[src/logic/dcc_pkg.sv]
/*
 Package for the DMA channel configuration and control block: register
 offsets, field positions, reset values, carrier structs and the
 flow-control decode.
 Assumes one clock domain and a single-cycle register port.
*/
// Function
// - Halt ignores new source requests, FIFO drains
// - Active bit reads 1 while FIFO holds data
// - Lock bit makes channel transfers locked
// - Terminal-count mask zero suppresses tc interrupt
// - Error mask zero suppresses error interrupt
// - Flow codes 000-011 give controller-owned types
// - Flow codes 100-111 give peripheral-owned flow
// - Destination select ignored when destination is memory
// - Source select ignored when source is memory
// - Select fields are binary line indices
// - Enable bit starts channel, reads enable state
// - Clearing enable finishes transfer, FIFO discarded
// - Last item or error clears enable itself
// - Reserved bits read undefined, written zero
// - Enable state mirrored in enabled-channels status
// - Linked item fetch never changes configuration
package dcc_pkg;

    ////////////////////////////////////////////////////////////////////
    // Register map (byte addresses)
    localparam int DCC_AW = 8;
    localparam logic [7:0] DCC_OFS_CFG = 8'h00;
    localparam logic [7:0] DCC_OFS_ENSTS = 8'h04;
    localparam logic [7:0] DCC_OFS_ISTS = 8'h08;
    localparam logic [7:0] DCC_OFS_IMSK = 8'h0c;

    // Configuration field positions
    localparam int DCC_B_EN = 0;
    localparam int DCC_B_SRC = 1;
    localparam int DCC_B_DST = 6;
    localparam int DCC_B_FLOW = 11;
    localparam int DCC_B_ERRM = 14;
    localparam int DCC_B_TCM = 15;
    localparam int DCC_B_LOCK = 16;
    localparam int DCC_B_ACT = 17;
    localparam int DCC_B_HALT = 18;

    // Interrupt status and mask bit positions
    localparam int DCC_I_TC = 0;
    localparam int DCC_I_ERR = 1;
    localparam int DCC_I_OFF = 2;
    localparam int DCC_IRQ_W = 3;
    localparam logic [2:0] DCC_IMSK_RST = 3'h0;

    // Request lines and channel FIFO size in words
    localparam int DCC_NREQ = 16;
    localparam int DCC_FIFO_DEPTH = 4;
    localparam int DCC_FIFO_CW = 3;
    localparam logic [2:0] DCC_FIFO_FULL = 3'h4;

    ////////////////////////////////////////////////////////////////////
    // Software-written configuration fields
    typedef struct packed {
        logic halt;
        logic lock;
        logic tc_irq_mask;
        logic err_irq_mask;
        logic [2:0] flow_owner_and_xfer_type;
        logic [3:0] dst_request_select;
        logic [3:0] src_request_select;
    } dcc_cfg_t;
    localparam dcc_cfg_t DCC_CFG_RST = '0;

    // Who paces the transfer
    typedef enum logic [1:0] {
        DCC_OWN_DMA,
        DCC_OWN_DST,
        DCC_OWN_SRC,
        DCC_OWN_PERIPH
    } dcc_owner_t;

    // Decoded transfer type
    typedef struct packed {
        logic src_periph;
        logic dst_periph;
        dcc_owner_t owner;
    } dcc_xfer_t;

    // Channel enable life cycle
    typedef enum logic [1:0] {
        DCC_ST_IDLE,
        DCC_ST_RUN,
        DCC_ST_STOP
    } dcc_state_t;

    // Register port request
    typedef struct packed {
        logic [7:0] addr;
        logic [31:0] wdata;
        logic wr;
        logic rd;
    } dcc_reg_req_t;

    // Events from the transfer engine, same clock
    typedef struct packed {
        logic bus_busy;
        logic fill;
        logic drain;
        logic last_item_done;
        logic chan_error;
        logic tc_event;
    } dcc_eng_evt_t;

    ////////////////////////////////////////////////////////////////////
    // Flow-control code to transfer type and owner
    function automatic dcc_xfer_t dcc_decode_flow(input logic [2:0] code);
        dcc_xfer_t x;
        x = '{src_periph: 1'b0, dst_periph: 1'b0, owner: DCC_OWN_DMA};
        case (code)
            3'h0: x = '{1'b0, 1'b0, DCC_OWN_DMA};
            3'h1: x = '{1'b0, 1'b1, DCC_OWN_DMA};
            3'h2: x = '{1'b1, 1'b0, DCC_OWN_DMA};
            3'h3: x = '{1'b1, 1'b1, DCC_OWN_DMA};
            3'h4: x = '{1'b1, 1'b1, DCC_OWN_DST};
            3'h5: x = '{1'b0, 1'b1, DCC_OWN_PERIPH};
            3'h6: x = '{1'b1, 1'b0, DCC_OWN_PERIPH};
            default: x = '{1'b1, 1'b1, DCC_OWN_SRC};
        endcase
        return x;
    endfunction

endpackage

[src/logic/dcc_req_sync.sv]
/*
 Synchroniser for the peripheral DMA request pins.
 Assumes the pins are asynchronous to clk_sys; a level change is taken
 once the second and third stages agree.
*/
module dcc_req_sync (
    // Clock, reset, enable
    input wire logic clk_sys,
    input wire logic reset_n,
    input wire logic ce,
    // Raw request pins
    input wire logic [dcc_pkg::DCC_NREQ-1:0] req_pin,
    // Filtered request levels
    output logic [dcc_pkg::DCC_NREQ-1:0] req_level
);
    import dcc_pkg::*;

    // Three stages plus the accepted level
    typedef struct packed {
        logic [DCC_NREQ-1:0] s1;
        logic [DCC_NREQ-1:0] s2;
        logic [DCC_NREQ-1:0] s3;
        logic [DCC_NREQ-1:0] lvl;
    } dcc_sync_st_t;

    dcc_sync_st_t cur;
    dcc_sync_st_t next_st;

    ////////////////////////////////////////////////////////////////////
    // Shift and accept agreeing bits; s1 feeds only s2
    always_comb begin
        next_st = cur;
        next_st.s1 = req_pin;
        next_st.s2 = cur.s1;
        next_st.s3 = cur.s2;
        for (int i = 0; i < DCC_NREQ; i++) begin
            if (cur.s2[i] == cur.s3[i]) begin
                next_st.lvl[i] = cur.s3[i];
            end
        end
    end

    // State register
    always_ff @(posedge clk_sys or negedge reset_n) begin
        if (!reset_n) begin
            cur <= '0;
        end else if (ce) begin
            cur <= next_st;
        end
    end

    assign req_level = cur.lvl;

endmodule

[src/logic/dcc_fifo_level.sv]
/*
 Occupancy tracker for the channel FIFO.
 Assumes the engine pulses fill and drain once per word; flush empties it.
*/
module dcc_fifo_level (
    // Clock, reset, enable
    input wire logic clk_sys,
    input wire logic reset_n,
    input wire logic ce,
    // Word movement
    input wire logic fill,
    input wire logic drain,
    input wire logic flush,
    // Status
    output logic active,
    output logic full
);
    import dcc_pkg::*;

    // Word count
    typedef struct packed {
        logic [DCC_FIFO_CW-1:0] count;
    } dcc_lvl_st_t;

    dcc_lvl_st_t cur;
    dcc_lvl_st_t next_st;
    logic do_fill;
    logic do_drain;

    ////////////////////////////////////////////////////////////////////
    // Refuse fill when full, drain when empty; flush wins
    always_comb begin
        next_st = cur;
        do_fill = fill && (cur.count != DCC_FIFO_FULL);
        do_drain = drain && (cur.count != '0);
        if (flush) begin
            next_st.count = '0;
        end else if (do_fill && !do_drain) begin
            next_st.count = cur.count + 3'h1;
        end else if (do_drain && !do_fill) begin
            next_st.count = cur.count - 3'h1;
        end
    end

    // State register
    always_ff @(posedge clk_sys or negedge reset_n) begin
        if (!reset_n) begin
            cur <= '0;
        end else if (ce) begin
            cur <= next_st;
        end
    end

    assign active = (cur.count != '0);
    assign full = (cur.count == DCC_FIFO_FULL);

endmodule

[src/logic/dcc_channel.sv]
/*
 Configuration and control of one DMA channel: the configuration
 register, enable life cycle, request-line selection, lock, interrupt
 masking and the enabled-channels mirror.
 Assumes a transfer engine on clk_sys that reports bus activity and FIFO
 word movement, and peripheral request pins from outside the domain.
*/
module dcc_channel (
    // Clock, reset, enable
    input wire logic clk_sys,
    input wire logic reset_n,
    input wire logic ce,
    // Register port
    input wire dcc_pkg::dcc_reg_req_t reg_req,
    output logic [31:0] reg_rdata,
    // Peripheral request pins
    input wire logic [dcc_pkg::DCC_NREQ-1:0] dma_req_pin,
    // Transfer engine events
    input wire dcc_pkg::dcc_eng_evt_t eng_evt,
    // Transfer control to the engine
    output logic src_req_grant,
    output logic dst_req_level,
    output logic bus_lock,
    output dcc_pkg::dcc_xfer_t xfer,
    output logic chan_enabled,
    output logic drain_only,
    output logic fifo_flush,
    output logic fifo_active,
    output logic fifo_full,
    // Interrupts
    output logic tc_irq,
    output logic err_irq,
    output logic irq
);
    import dcc_pkg::*;

    ////////////////////////////////////////////////////////////////////
    // State
    typedef struct packed {
        dcc_cfg_t cfg;
        dcc_state_t st;
        logic [DCC_IRQ_W-1:0] ists;
        logic [DCC_IRQ_W-1:0] imsk;
        logic flush;
        logic [31:0] rdata;
    } dcc_chan_st_t;

    dcc_chan_st_t cur; // Registered state
    dcc_chan_st_t next_st; // Next state
    logic [DCC_NREQ-1:0] req_level; // Synchronised requests
    logic wr_cfg; // Config write this cycle
    logic wr_ists; // Status clear write
    logic wr_imsk; // Mask write
    logic running; // Channel may start new work
    logic go_idle; // Channel turns off this cycle
    logic src_line; // Selected source request
    logic dst_line; // Selected destination request
    logic [DCC_IRQ_W-1:0] ev_set; // Interrupt events
    logic [DCC_IRQ_W-1:0] gate; // Per-bit config gating

    ////////////////////////////////////////////////////////////////////
    // Pick one request line by its binary index
    function automatic logic pick_line(
        input logic [DCC_NREQ-1:0] lines,
        input logic [3:0] idx
    );
        return lines[idx];
    endfunction

    // Build the configuration word as software reads it
    function automatic logic [31:0] cfg_word(
        input dcc_cfg_t c,
        input logic en,
        input logic act
    );
        logic [31:0] w;
        w = '0;
        w[DCC_B_EN] = en;
        w[DCC_B_SRC +: 4] = c.src_request_select;
        w[DCC_B_DST +: 4] = c.dst_request_select;
        w[DCC_B_FLOW +: 3] = c.flow_owner_and_xfer_type;
        w[DCC_B_ERRM] = c.err_irq_mask;
        w[DCC_B_TCM] = c.tc_irq_mask;
        w[DCC_B_LOCK] = c.lock;
        w[DCC_B_ACT] = act;
        w[DCC_B_HALT] = c.halt;
        return w;
    endfunction

    ////////////////////////////////////////////////////////////////////
    // Request pin synchroniser
    dcc_req_sync u_req_sync (
        .clk_sys(clk_sys),
        .reset_n(reset_n),
        .ce(ce),
        .req_pin(dma_req_pin),
        .req_level(req_level)
    );

    // Channel FIFO occupancy
    dcc_fifo_level u_fifo_level (
        .clk_sys(clk_sys),
        .reset_n(reset_n),
        .ce(ce),
        .fill(eng_evt.fill),
        .drain(eng_evt.drain),
        .flush(cur.flush),
        .active(fifo_active),
        .full(fifo_full)
    );

    ////////////////////////////////////////////////////////////////////
    // Transfer type and request selection
    always_comb begin
        xfer = dcc_decode_flow(cur.cfg.flow_owner_and_xfer_type);
        running = (cur.st == DCC_ST_RUN);
        // Memory side leaves the select field unused
        src_line = xfer.src_periph
            && pick_line(req_level, cur.cfg.src_request_select);
        dst_line = xfer.dst_periph
            && pick_line(req_level, cur.cfg.dst_request_select);
    end

    // New source words only while running, not halted, with room
    assign src_req_grant = running && !cur.cfg.halt
        && src_line && !fifo_full;
    // Destination keeps draining while halted
    assign dst_req_level = running && dst_line;
    assign drain_only = cur.cfg.halt;
    assign bus_lock = cur.cfg.lock && (cur.st != DCC_ST_IDLE);
    assign chan_enabled = (cur.st != DCC_ST_IDLE);

    ////////////////////////////////////////////////////////////////////
    // Register decode
    always_comb begin
        wr_cfg = 1'b0;
        wr_ists = 1'b0;
        wr_imsk = 1'b0;
        if (reg_req.wr && reg_req.addr == DCC_OFS_CFG) begin
            wr_cfg = 1'b1;
        end else if (reg_req.wr && reg_req.addr == DCC_OFS_ISTS) begin
            wr_ists = 1'b1;
        end else if (reg_req.wr && reg_req.addr == DCC_OFS_IMSK) begin
            wr_imsk = 1'b1;
        end
    end

    ////////////////////////////////////////////////////////////////////
    // Next-state logic
    always_comb begin
        next_st = cur;
        next_st.rdata = '0;
        next_st.flush = 1'b0;
        go_idle = 1'b0;

        // Read data stand one cycle after the strobe
        if (reg_req.rd) begin
            if (reg_req.addr == DCC_OFS_CFG) begin
                next_st.rdata = cfg_word(cur.cfg, chan_enabled, fifo_active);
            end else if (reg_req.addr == DCC_OFS_ENSTS) begin
                next_st.rdata = {31'h0, chan_enabled};
            end else if (reg_req.addr == DCC_OFS_ISTS) begin
                next_st.rdata = {29'h0, cur.ists};
            end else if (reg_req.addr == DCC_OFS_IMSK) begin
                next_st.rdata = {29'h0, cur.imsk};
            end
        end

        // Only software writes touch the configuration
        if (wr_cfg) begin
            next_st.cfg.halt = reg_req.wdata[DCC_B_HALT];
            next_st.cfg.lock = reg_req.wdata[DCC_B_LOCK];
            next_st.cfg.tc_irq_mask = reg_req.wdata[DCC_B_TCM];
            next_st.cfg.err_irq_mask = reg_req.wdata[DCC_B_ERRM];
            next_st.cfg.flow_owner_and_xfer_type =
                reg_req.wdata[DCC_B_FLOW +: 3];
            next_st.cfg.dst_request_select = reg_req.wdata[DCC_B_DST +: 4];
            next_st.cfg.src_request_select = reg_req.wdata[DCC_B_SRC +: 4];
        end

        // Enable life cycle
        case (cur.st)
            DCC_ST_IDLE: begin
                // Setting enable starts the channel
                if (wr_cfg && reg_req.wdata[DCC_B_EN]) begin
                    next_st.st = DCC_ST_RUN;
                end
            end
            DCC_ST_RUN: begin
                if (eng_evt.last_item_done || eng_evt.chan_error) begin
                    // Self-disable clears the enable bit
                    go_idle = 1'b1;
                end else if (wr_cfg && !reg_req.wdata[DCC_B_EN]) begin
                    // Let a running bus transfer finish first
                    if (eng_evt.bus_busy) begin
                        next_st.st = DCC_ST_STOP;
                    end else begin
                        go_idle = 1'b1;
                    end
                end
            end
            DCC_ST_STOP: begin
                // Off once the bus transfer ends, or on error
                if (!eng_evt.bus_busy || eng_evt.chan_error) begin
                    go_idle = 1'b1;
                end
            end
            default: begin
                next_st.st = DCC_ST_IDLE;
            end
        endcase

        // Turning off discards what the FIFO still holds
        if (go_idle) begin
            next_st.st = DCC_ST_IDLE;
            next_st.flush = 1'b1;
        end

        // Interrupt events
        ev_set = '0;
        ev_set[DCC_I_TC] = eng_evt.tc_event && (cur.st != DCC_ST_IDLE);
        ev_set[DCC_I_ERR] = eng_evt.chan_error && (cur.st != DCC_ST_IDLE);
        ev_set[DCC_I_OFF] = go_idle;

        // Write one clears; a same-cycle event wins
        if (wr_ists) begin
            next_st.ists = cur.ists & ~reg_req.wdata[DCC_IRQ_W-1:0];
        end
        next_st.ists = next_st.ists | ev_set;

        // Interrupt mask register
        if (wr_imsk) begin
            next_st.imsk = reg_req.wdata[DCC_IRQ_W-1:0];
        end
    end

    ////////////////////////////////////////////////////////////////////
    // State register
    always_ff @(posedge clk_sys or negedge reset_n) begin
        if (!reset_n) begin
            cur.cfg <= DCC_CFG_RST;
            cur.st <= DCC_ST_IDLE;
            cur.ists <= '0;
            cur.imsk <= DCC_IMSK_RST;
            cur.flush <= 1'b0;
            cur.rdata <= '0;
        end else if (ce) begin
            cur <= next_st;
        end
    end

    ////////////////////////////////////////////////////////////////////
    // Outputs
    assign reg_rdata = cur.rdata;
    assign fifo_flush = cur.flush;

    // Config masks gate terminal-count and error sources
    always_comb begin
        gate = '1;
        gate[DCC_I_TC] = cur.cfg.tc_irq_mask;
        gate[DCC_I_ERR] = cur.cfg.err_irq_mask;
    end

    assign tc_irq = cur.ists[DCC_I_TC] && cur.cfg.tc_irq_mask;
    assign err_irq = cur.ists[DCC_I_ERR] && cur.cfg.err_irq_mask;
    assign irq = |(cur.ists & cur.imsk & gate);

endmodule

[config.mk]
export PLATFORM = sky130hd
export DESIGN_NAME = dcc_channel
export DESIGN_NICKNAME = d
export VERILOG_FILES = /design/src/logic/dcc_pkg.sv /design/src/logic/dcc_req_sync.sv /design/src/logic/dcc_fifo_level.sv /design/src/logic/dcc_channel.sv
export SDC_FILE = /design/constraint.sdc
export NUM_CORES = 1
export LEC_CHECK = 0
export ABC_AREA = 0
export BUFFER_PORTS_ARGS = -buffer_cell sky130_fd_sc_hd__clkbuf_2
export CORE_ASPECT_RATIO = 0.5
export CORE_UTILIZATION = 25
export CTS_CLUSTER_DIAMETER = 80
export DETAILED_ROUTE_END_ITERATION = 6
export PLACE_DENSITY = 0.4
export SLEW_MARGIN = 15
export SYNTH_ARGS = -nofsm -noshare
export SYNTH_HDL_FRONTEND = slang
export SYNTH_SLANG_ARGS = --single-unit
[constraint.sdc]
create_clock -name clk_sys -period 1.9 [get_ports clk_sys]
set_input_delay 0.38 -clock clk_sys [delete_from_list [all_inputs] [get_ports clk_sys]]
set_output_delay 0.38 -clock clk_sys [all_outputs]
set_load 0.02 [all_outputs]
==> metrics.yaml <==
yosys:
  synth_top_area_share_pct: 52.7
  syn_area_um2: 5120
  ys_ff_latch: 108
  synth.most_common_cell: "dfrtp_1"
  ys_top_cells_by_count: "dfrtp_1, o21ai_0, mux2_2"
  syn_inst: 442
  avgSynthCellArea_um2: 11.6
  yosys_most_used_dff: "dfrtp_1"
  synth_cell_type_count: 48
  synth_top_area_cell: "dfrtp_1"
  synth-edff-count: 0
  yosys_warnings: 0
  yosysSeqAreaShare_pct: 52.7
  synth-async-reset-ratio_pct: 100
  synthTopCellsByArea: "dfrtp_1, mux2_2, o21ai_0"
placement:
  io_buffers: 82
  gp_congestion: 0.761
  dp_hpwl_um: 8560
clocking:
  clock_latency_ns: 0.35
  clock_sink_count: 108
  path_clk_slew_ns: 0.08
  numCtsBuffers: 9
  cts_tree: "built"
  cts_max_level: 3
  cts_root_buf: "clkbuf_16"
  max-clock-path-buffers: 2
sta:
  post-route-period-util_pct: 134
  maxSlewViolCount: 0
  skew_ns: 0.00958
  fin_ws_ns: -0.651
  rsz0062_at_grt: "true"
  finalSetupViolations: 2
  fmax_mhz: 392
  hold_viol: 0
  period_needed_ns: 2.55
hold_path:
  min_path_cells: 2
  min_from: "reg_req[14]"
  min_path_type: "input pin to flip-flop"
  hold_end: "cur[50]$_DFFE_PN0P_"
critical_path:
  cp_max_fo: 5
  worst-setup-path-type: "flip-flop to output port"
  cp.required_ns: 1.52
  crit_arrival_ns: 2.17
  critPathMaxStageDelay_ns: 0.51
  rrSetupSlack_ns: 0.10
  cp-start-kind: "flip-flop"
  cpMaxStageDelayCell: "mux4_2"
  cp-end-kind: "output port"
  worstRegToRegCells: 8
  rr_endpoint: "u_fifo_level.cur[2]$_DFFE_PN0P_"
  cp_cell_sequence: "mux4_2 > mux4_2 > and4b_2 > buf_8"
  cpMostUsedCell: "mux4_2"
  r2r_start: "u_fifo_level.cur[1]$_DFFE_PN0P_"
detailed_routing:
  first_pass_iters: 4
  ant_nets: 0
  route.vias.total: 3506
  drc_errors: 0
  drt-total-wl_um: 11700
  vias_per_cell: 4.32
  drtIter0Drc: 166
  routedWlPerCell_um: 14.4
power:
  power.leakage_nw: 2.93
  total_power_mw: 6.13
  powerDensity_nw_per_um2: 971
  ir_worst_vdd_mv: 0.447
floorplanning:
  dieArea_um2: 21100
  start_util_pct: 25.9
  rows: 36
  die_height_um: 103
  die_w_um: 204
  ios: 114
  core_um2: 19800
finish:
  nFillCells: 2024
  final_util_pct: 31.9
  drive_above_1_share_pct: 39.6
  num-nets-final: 612
  diodes: 0
  area_delta_synth_final_pct: 23.2
global_route:
  grt_pass1_wl_um: 19000
  grt_use_total_pct: 11.7
  grt_pass1_vias: 3420
  grt_overflow: 0
  antenna_found_initial: 0
  grt_max_degree: 66
flow_run:
  drv_cap: 0
outcome:
  violations: "setup timing"
  status: "finished, violations left"
[flip-flops by register name (all words and copies together) (netlist names)]
name and count:
u_req_sync.cur 48, cur 22, reg_rdata 17, u_req_sync.req_level 16, u_fifo_level.cur 3, drain_only 1, fifo_flush 1
[metrics by stage]
step | worst slack [ns] | hold WS [ns] | cell area (um2) | instances | TNS (ns)
5_1_grt | -0.728 | 0.252 | 6310 | 812 | -1.46
6_report | -0.651 | 0.260 | 6310 | 812 | -1.23
3_5_place_dp | -0.394 | 0.366 | 5950 | 791 | -0.789
3_3_place_gp | -0.384 | 0.369 | 5950 | 791 | -0.752
4_1_cts | -0.686 | 0.247 | 6280 | 809 | -1.31
2_1_floorplan | -0.126 | 0.0844 | 5180 | 456 | -0.312
[report_power, final]
part           leakage, nW  switching (mW)  total, mW  internal [mW]
Combinational         1.44           0.634       1.45          0.816
Clock                0.138           0.900       1.82          0.922
Sequential            1.35           0.239       2.86           2.62
Total                 2.93            1.77       6.13           4.36
[cells by family after synthesis]
logic type	after synthesis	synth area share, %
buf+inv	83	8.98
flops	108	52.7
fa+ha+maj	4	1.12
simple gates	73	7.47
mux	64	16.7
other cells	1	0.0732
compound gates	109	12.9
[how the worst max path moves through the flow]
stage | end | start | cells past startpoint
global route | src_req_grant | cur[41]$_DFFE_PN0P_ | 4
global placement | src_req_grant | cur[41]$_DFFE_PN0P_ | 4
CTS | src_req_grant | cur[41]$_DFFE_PN0P_ | 4
floorplan | src_req_grant | cur[41]$_DFFE_PN0P_ | 4
finish | src_req_grant | cur[41]$_DFFE_PN0P_ | 4
detailed placement | src_req_grant | cur[41]$_DFFE_PN0P_ | 4
[routing by layer]
metal | routed length [um] | GRT usage (%) | vias to the layer above
met1 | 5940 | 16.4 | 1737
met3 | 314 | 2.76 | 4
met5 | 0 | 0 | -
li1 | - | - | 1716
met2 | 5330 | 18.2 | 49
met4 | 87 | 3.10 | 0
[area by class of cell]
type,count,area [um2],share of cell area [%]
flip-flops and latches,108,2710,42.8
multi-input cells,265,2020,32.0
repair buffers,129,866,13.7
well taps,266,333,5.27
clock buffers,10,229,3.63
inverters,28,105,1.66
clock inverters,6,56.3,0.892
[placed cells by master (no fill, tap or decap), types with 3 or more instances in the layout]
| cell type | n |
|---|---|
| dfrtp_1 | 106 |
| clkbuf_2 | 76 |
| o21ai_0 | 60 |
| mux2_2 | 51 |
| buf_4 | 42 |
| nand2_1 | 29 |
| inv_1 | 27 |
| a21oi_1 | 17 |
| a22o_1 | 16 |
| conb_1 | 15 |
| mux4_2 | 11 |
| clkbuf_16 | 9 |
| nand3_1 | 6 |
| buf_12 | 6 |
| nor2_1 | 5 |
| and2_1 | 5 |
| nand2b_1 | 4 |
| and3_1 | 3 |
| nor2b_1 | 3 |
| nand4_1 | 3 |
| ha_1 | 3 |
[critical path, delay by kind of cell, from the launching register on]
| family | cells | cell delay, ns |
|---|---|---|
| simple gates | 1 | 0.25 |
| flops | 1 | 0.44 |
| buf+inv | 1 | 0.13 |
| mux | 2 | 1.00 |
[timing repair]
action                                  CTS  global route
pin swaps                                 2             5
buffers inserted                          1             3
gates cloned                              0             0
endpoints found under the setup margin    3             5
hold endpoints to repair                 25             0
hold buffers                              1             0
gates resized for setup                   7             7
(Power assumes the default switching activity.)
